[config.mk]
export PLATFORM = sky130hd
export DESIGN_NAME = spacing_counter_flat
export DESIGN_NICKNAME = d
export VERILOG_FILES = /design/src/design/spacing_pkg.sv /design/src/design/gap_if.sv /design/src/design/spacing_counter.sv /design/src/flat_wrapper.sv
export SDC_FILE = /design/constraint.sdc
export NUM_CORES = 1
export LEC_CHECK = 0
export ABC_AREA = 1
export BUFFER_PORTS_ARGS = -buffer_cell sky130_fd_sc_hd__buf_2
export CORE_AREA = 3 3 40 42
export DETAILED_ROUTE_END_ITERATION = 7
export DIE_AREA = 0 0 43 45
export HOLD_SLACK_MARGIN = 0.15
export PLACE_DENSITY = 0.5
export SLEW_MARGIN = 0
export SYNTH_ARGS = -nofsm -noshare
export SYNTH_HDL_FRONTEND = slang
export SYNTH_SLANG_ARGS = --single-unit
[constraint.sdc]
create_clock -name clk -period 3.37 [get_ports clk]
set_clock_uncertainty 0.2 [all_clocks]
set_input_delay 0.1685 -clock clk [delete_from_list [all_inputs] [get_ports clk]]
set_output_delay 0.1685 -clock clk [all_outputs]
set_load 0.02 [all_outputs]
[src/design/spacing_pkg.sv]
// Shared constants, command codes and state types of the spacing checker
package spacing_pkg;

  // Clock rates: own clock and the sampled link clock
  localparam int CLK_PERIOD_PS = 25000;
  localparam int LINK_PERIOD_PS = 200000;
  localparam int CNT_W = 5;
  localparam int AGE_W = 6;
  localparam int STB_W = 4;

  // Picosecond limit rounded up to link cycles, then floored by a count
  function automatic int to_cyc(input int ps, input int floor_cyc);
    int c;
    c = (ps + LINK_PERIOD_PS - 1) / LINK_PERIOD_PS;
    return (c > floor_cyc) ? c : floor_cyc;
  endfunction

  // Times in picoseconds, as printed
  localparam int READ_TO_PRECHARGE_PS = 7500;
  localparam int STORE_TO_READ_PS = 7500;
  localparam int STORE_RECOVERY_TIME_PS = 15000;
  localparam int PRECHARGE_PERIOD_PS = 13910;
  localparam int MODE_SET_UPDATE_PS = 15000;
  localparam int ACTIVATE_FAST_PS = 6000;
  localparam int ACTIVATE_SLOW_PS = 7500;

  // Gaps in link cycles
  localparam int READ_TO_PRECHARGE_GAP = to_cyc(READ_TO_PRECHARGE_PS, 4);
  localparam int STORE_TO_READ_GAP = to_cyc(STORE_TO_READ_PS, 4);
  localparam int AUTOCLOSE_STORE_TOTAL =
    to_cyc(STORE_RECOVERY_TIME_PS, 1) + to_cyc(PRECHARGE_PERIOD_PS, 1);
  localparam int MODE_SET_SPACING = 4;
  localparam int MODE_SET_UPDATE_DELAY = to_cyc(MODE_SET_UPDATE_PS, 12);
  localparam int COLUMN_COMMAND_SPACING = 4;
  localparam int PURPOSE_REG_RECOVERY = 1;
  localparam int ACTIVATE_SPACING_FAST = to_cyc(ACTIVATE_FAST_PS, 4);
  localparam int ACTIVATE_SPACING_SLOW = to_cyc(ACTIVATE_SLOW_PS, 4);

  // Write strobe framing, in thousandths of a link period, then rounded up to own-clock cycles
  localparam int STORE_STROBE_PREAMBLE_PM = 900;
  localparam int STORE_STROBE_POSTAMBLE_PM = 300;
  localparam int PREAMBLE_CLK = (STORE_STROBE_PREAMBLE_PM * LINK_PERIOD_PS
    + 1000 * CLK_PERIOD_PS - 1) / (1000 * CLK_PERIOD_PS);
  localparam int POSTAMBLE_CLK = (STORE_STROBE_POSTAMBLE_PM * LINK_PERIOD_PS
    + 1000 * CLK_PERIOD_PS - 1) / (1000 * CLK_PERIOD_PS);

  // Read strobe window, in link cycles
  localparam logic [AGE_W-1:0] STROBE_DRIVE_START = 6'h01;
  localparam logic [AGE_W-1:0] BURST_HALF_8 = 6'h04;
  localparam logic [AGE_W-1:0] BURST_HALF_4 = 6'h02;

  // Reset values
  localparam logic [7:0] MODE_RESET = 8'h00;

  // Violation flag positions
  localparam int NUM_VIOL = 10;
  localparam int V_RD_PRE = 0;
  localparam int V_WR_RD = 1;
  localparam int V_AUTOCLOSE = 2;
  localparam int V_MRS_MRS = 3;
  localparam int V_MRS_ANY = 4;
  localparam int V_COLUMN = 5;
  localparam int V_MPR = 6;
  localparam int V_ACT = 7;
  localparam int V_PREAMBLE = 8;
  localparam int V_POSTAMBLE = 9;
  localparam int NUM_GAPS = 8;

  typedef enum logic [2:0] {
    CMD_NOP = 3'h0,
    CMD_ACT = 3'h1,
    CMD_RD = 3'h2,
    CMD_WR = 3'h3,
    CMD_WRA = 3'h4,
    CMD_PRE = 3'h5,
    CMD_MRS = 3'h6,
    CMD_MPR_EXIT = 3'h7
  } cmd_t;

  typedef enum logic [1:0] {
    WS_IDLE = 2'h0,
    WS_PRE = 2'h1,
    WS_BURST = 2'h3
  } wr_state_t;

endpackage
[src/design/gap_if.sv]
// Handshake between the command decoder and one spacing counter
interface gap_if;
  import spacing_pkg::*;
  logic tick;
  logic start;
  logic check;
  logic [CNT_W-1:0] gap;
  logic viol;
  logic done;
  modport sub (input tick, input start, input check, input gap,
    output viol, output done);
  modport user (output tick, output start, output check, output gap,
    input viol, input done);
endinterface

[src/design/spacing_counter.sv]
// One command-to-command gap counter, counted in link cycles
module spacing_counter
  import spacing_pkg::*;
(
  input wire logic clk,
  input wire logic rst_n,
  input wire logic ce,
  gap_if.sub port
);

  logic [CNT_W-1:0] remain_r;

  // Load on the opening command, count down on each link cycle
  always_ff @(posedge clk or negedge rst_n)
  begin
    if (!rst_n)
      remain_r <= '0;
    else if (ce && port.tick)
    begin
      if (port.start)
        remain_r <= port.gap;
      else if (remain_r != 5'h00)
        remain_r <= remain_r - 5'h01;
    end
  end

  // A gap of N is met once N link cycles have passed since the start
  assign port.viol = ce && port.tick && port.check && (remain_r > 5'h01);
  assign port.done = ce && port.tick && (remain_r == 5'h01);

endmodule

[src/flat_wrapper.sv]
// flat-port wrapper written by rule: the top's interface ports become plain ports
module spacing_counter_flat import spacing_pkg::*;
  (clk, rst_n, ce, port_tick, port_start, port_check, port_gap, port_viol, port_done);
  gap_if port_i ();
  input wire logic clk;
  input wire logic rst_n;
  input wire logic ce;
  input wire logic [$bits(port_i.tick)-1:0] port_tick;
  input wire logic [$bits(port_i.start)-1:0] port_start;
  input wire logic [$bits(port_i.check)-1:0] port_check;
  input wire logic [$bits(port_i.gap)-1:0] port_gap;
  output wire logic [$bits(port_i.viol)-1:0] port_viol;
  output wire logic [$bits(port_i.done)-1:0] port_done;
  assign port_i.tick = port_tick;
  assign port_i.start = port_start;
  assign port_i.check = port_check;
  assign port_i.gap = port_gap;
  assign port_viol = port_i.viol;
  assign port_done = port_i.done;
  spacing_counter u_core (.clk(clk), .rst_n(rst_n), .ce(ce), .port(port_i));
endmodule
==> metrics.yaml <==
status: "complete, no violations"
clkTransAtPathRegs_ns: 0.04
cts-root-buf: "clkbuf_4"
chipWidth_um: 43
finalMaxSlewViolations: 0
dp.cells: 82
grt_pass1_wl_um: 1440
dpl_cell_area_um2: 459
yosysUniqueCellTypes: 15
routed_via_density: 4.32
synth-compound-area-share: 0.145
synth-simple-area-share: 0.365
cts_max_level: 1
holdWs_ns: 0.154
cpMaxStageDelayCell: "dlygate4sd3_1"
yosysSeqAreaShare: 0.329
tightest_slew_ns: 0.255
min_period_over_period: 0.645
slowest_delay_ns: 0.57
cp_top_family: "buffers and inverters"
crit_chain: "dlygate4sd3_1, buf_2, nand2_1, dlygate4sd3_1, nand2_1, nand2_1, dlygate4sd3_1"
drt_iter0_markers: 11
start_util: 0.296
yosysWarnings: 0
grt_setup_unrepaired: "false"
worstSkewPairLatency_ns: 0.24
hp-class: "input pin to flop"
gp_congestion: 0.732
cts_tree: "yes"
leakagePower_nw: 0.307
setup_violations: 0
hold_buffers: 11
drtAntennaViolNets: 0
drc: 0
arrival_ns: 2.10
wl_per_cell_um: 9.51
ys_seq_elements: 5
top_regs: "u_core.remain_r (5)"
tns_ns: 0
hold_violations: 0
die_h_um: 45
avgSynthCellArea_um2: 6.92
firstDrtPassIters: 4
core_um2: 1280
path_buf_inv: 4
max_freq_mhz: 460
final_nets: 96
cp.required_ns: 3.29
layout_setup_ws_ns: 1.20
post_cts_buffers: 0
grt_max_degree: 9
grt_overflow: 0
synthAdderAreaFrac: 0.0658
syn_inst: 55
clock-sinks: 5
die_area_um2: 1940
syn_area_um2: 380
largest_reg_flops: 5
numCtsBuffers: 3
finalNonFillerCells: 97
syn_nets: 68
cp_max_fo: 4
maxCapViolations: 0
io_buffers: 12
rows: 13
vias: 419
synthXorXnorAreaFrac: 0
top_register: "u_core.remain_r"
synth_top_family_by_area: "simple AND/OR/NAND/NOR gates"
diodes: 0
min_period_ns: 2.17
antenna_found_initial: 0
critPathKind: "input pin to flop"
dp_slack_ns: 1.88
grt_pass1_vias: 367
powerDensity_nw_per_um2: 446
cts-resized-gates: 0
final_layout_size_suffix_gt1_frac: 0.280
slew_headroom: 0.830
start_kind: "input pin"
power_mw: 0.266
grt_use_total: 0.107
pin_count: 13
fin_area_um2: 596
max-vdd-ir-drop_uv: 175
cp-end-kind: "flop"
syn2layout_area_growth_pct: 56.6
finish.utilization: 0.463
synth_mux_area_frac: 0
drt-total-wl_um: 922
dpl.hpwl_um: 670
cts_max_path_buffers: 2
==> cells by family after synthesis <==
| group | after synthesis |
|---|---|
| AND/OR/NAND/NOR | 30 |
| AO/OA/AOI/OAI | 9 |
| buffers and inverters | 9 |
| flip-flops | 5 |
| adder cells (fa/ha/maj) | 2 |
==> synthesized netlist by cell type, drive strengths merged <==
library cell	number	share of area
nand2	18	0.20
a21boi	1	0.020
nand3	5	0.079
a21oi	1	0.013
inv	9	0.095
ha	2	0.066
dfrtp	5	0.33
nor2	7	0.089
o21ai	7	0.11
==> area by class of cell <==
class                      instances  area (um^2)
clock buffer                       4         26.3
fill                             136          689
inverter                           9         36.3
multi-input combinational         41          219
sequential                         5          125
tap                               15         18.8
timing repair buffer              23          170
==> power by group <==
group	switching, mW	internal (mW)	leakage [nW]
clock	0.0257	0.0448	0.0150
combinational	0.0591	0.0490	0.230
sequential	0.0119	0.0751	0.0623
==> layout by cell type (no fill, tap or decap), drive strengths merged <==
cell         instances
dfrtp                5
a21oi                1
o21ai                7
nand3                5
nor2                 7
clkbuf               4
buf                 12
dlygate4sd3         11
inv                  9
ha                   2
a21boi               1
nand2               18
==> tightest hold or removal path, delay by kind of cell <==
family | cells | cell delay, ns
AO/OA/AOI/OAI | 2 | 0.15
AND/OR/NAND/NOR | 1 | 0.07
buffers and inverters | 1 | 0.17
==> layer usage <==
| metal | vias to the layer above | part of all wire | GRT usage |
|---|---|---|---|
| met2 | 14 | 0.44 | 0.159 |
| met4 | 0 | 0.015 | 0.0904 |
| met5 | - | 0 | 0 |
| met3 | 2 | 0.060 | 0.0359 |
| li1 | 225 | - | - |
| met1 | 178 | 0.49 | 0.123 |
==> path summary, 6_finish.rpt <==
check                                                     from                              to  slack [ns]  cells past startpoint
worst max-delay path                                 port_tick  u_core.remain_r[3]$_DFFE_PN0P_        1.20                      7
worst min-delay path                                port_start  u_core.remain_r[1]$_DFFE_PN0P_        0.15                      4
worst max register to register  u_core.remain_r[0]$_DFFE_PN0P_  u_core.remain_r[3]$_DFFE_PN0P_        1.39                      8
worst min register to register  u_core.remain_r[2]$_DFFE_PN0P_  u_core.remain_r[2]$_DFFE_PN0P_        0.36                      2
max in group asynchronous                                rst_n  u_core.remain_r[4]$_DFFE_PN0P_        2.11                      3
min in group asynchronous                                rst_n  u_core.remain_r[3]$_DFFE_PN0P_        0.66                      3
Note: power is estimated with default switching activity, not from simulation.
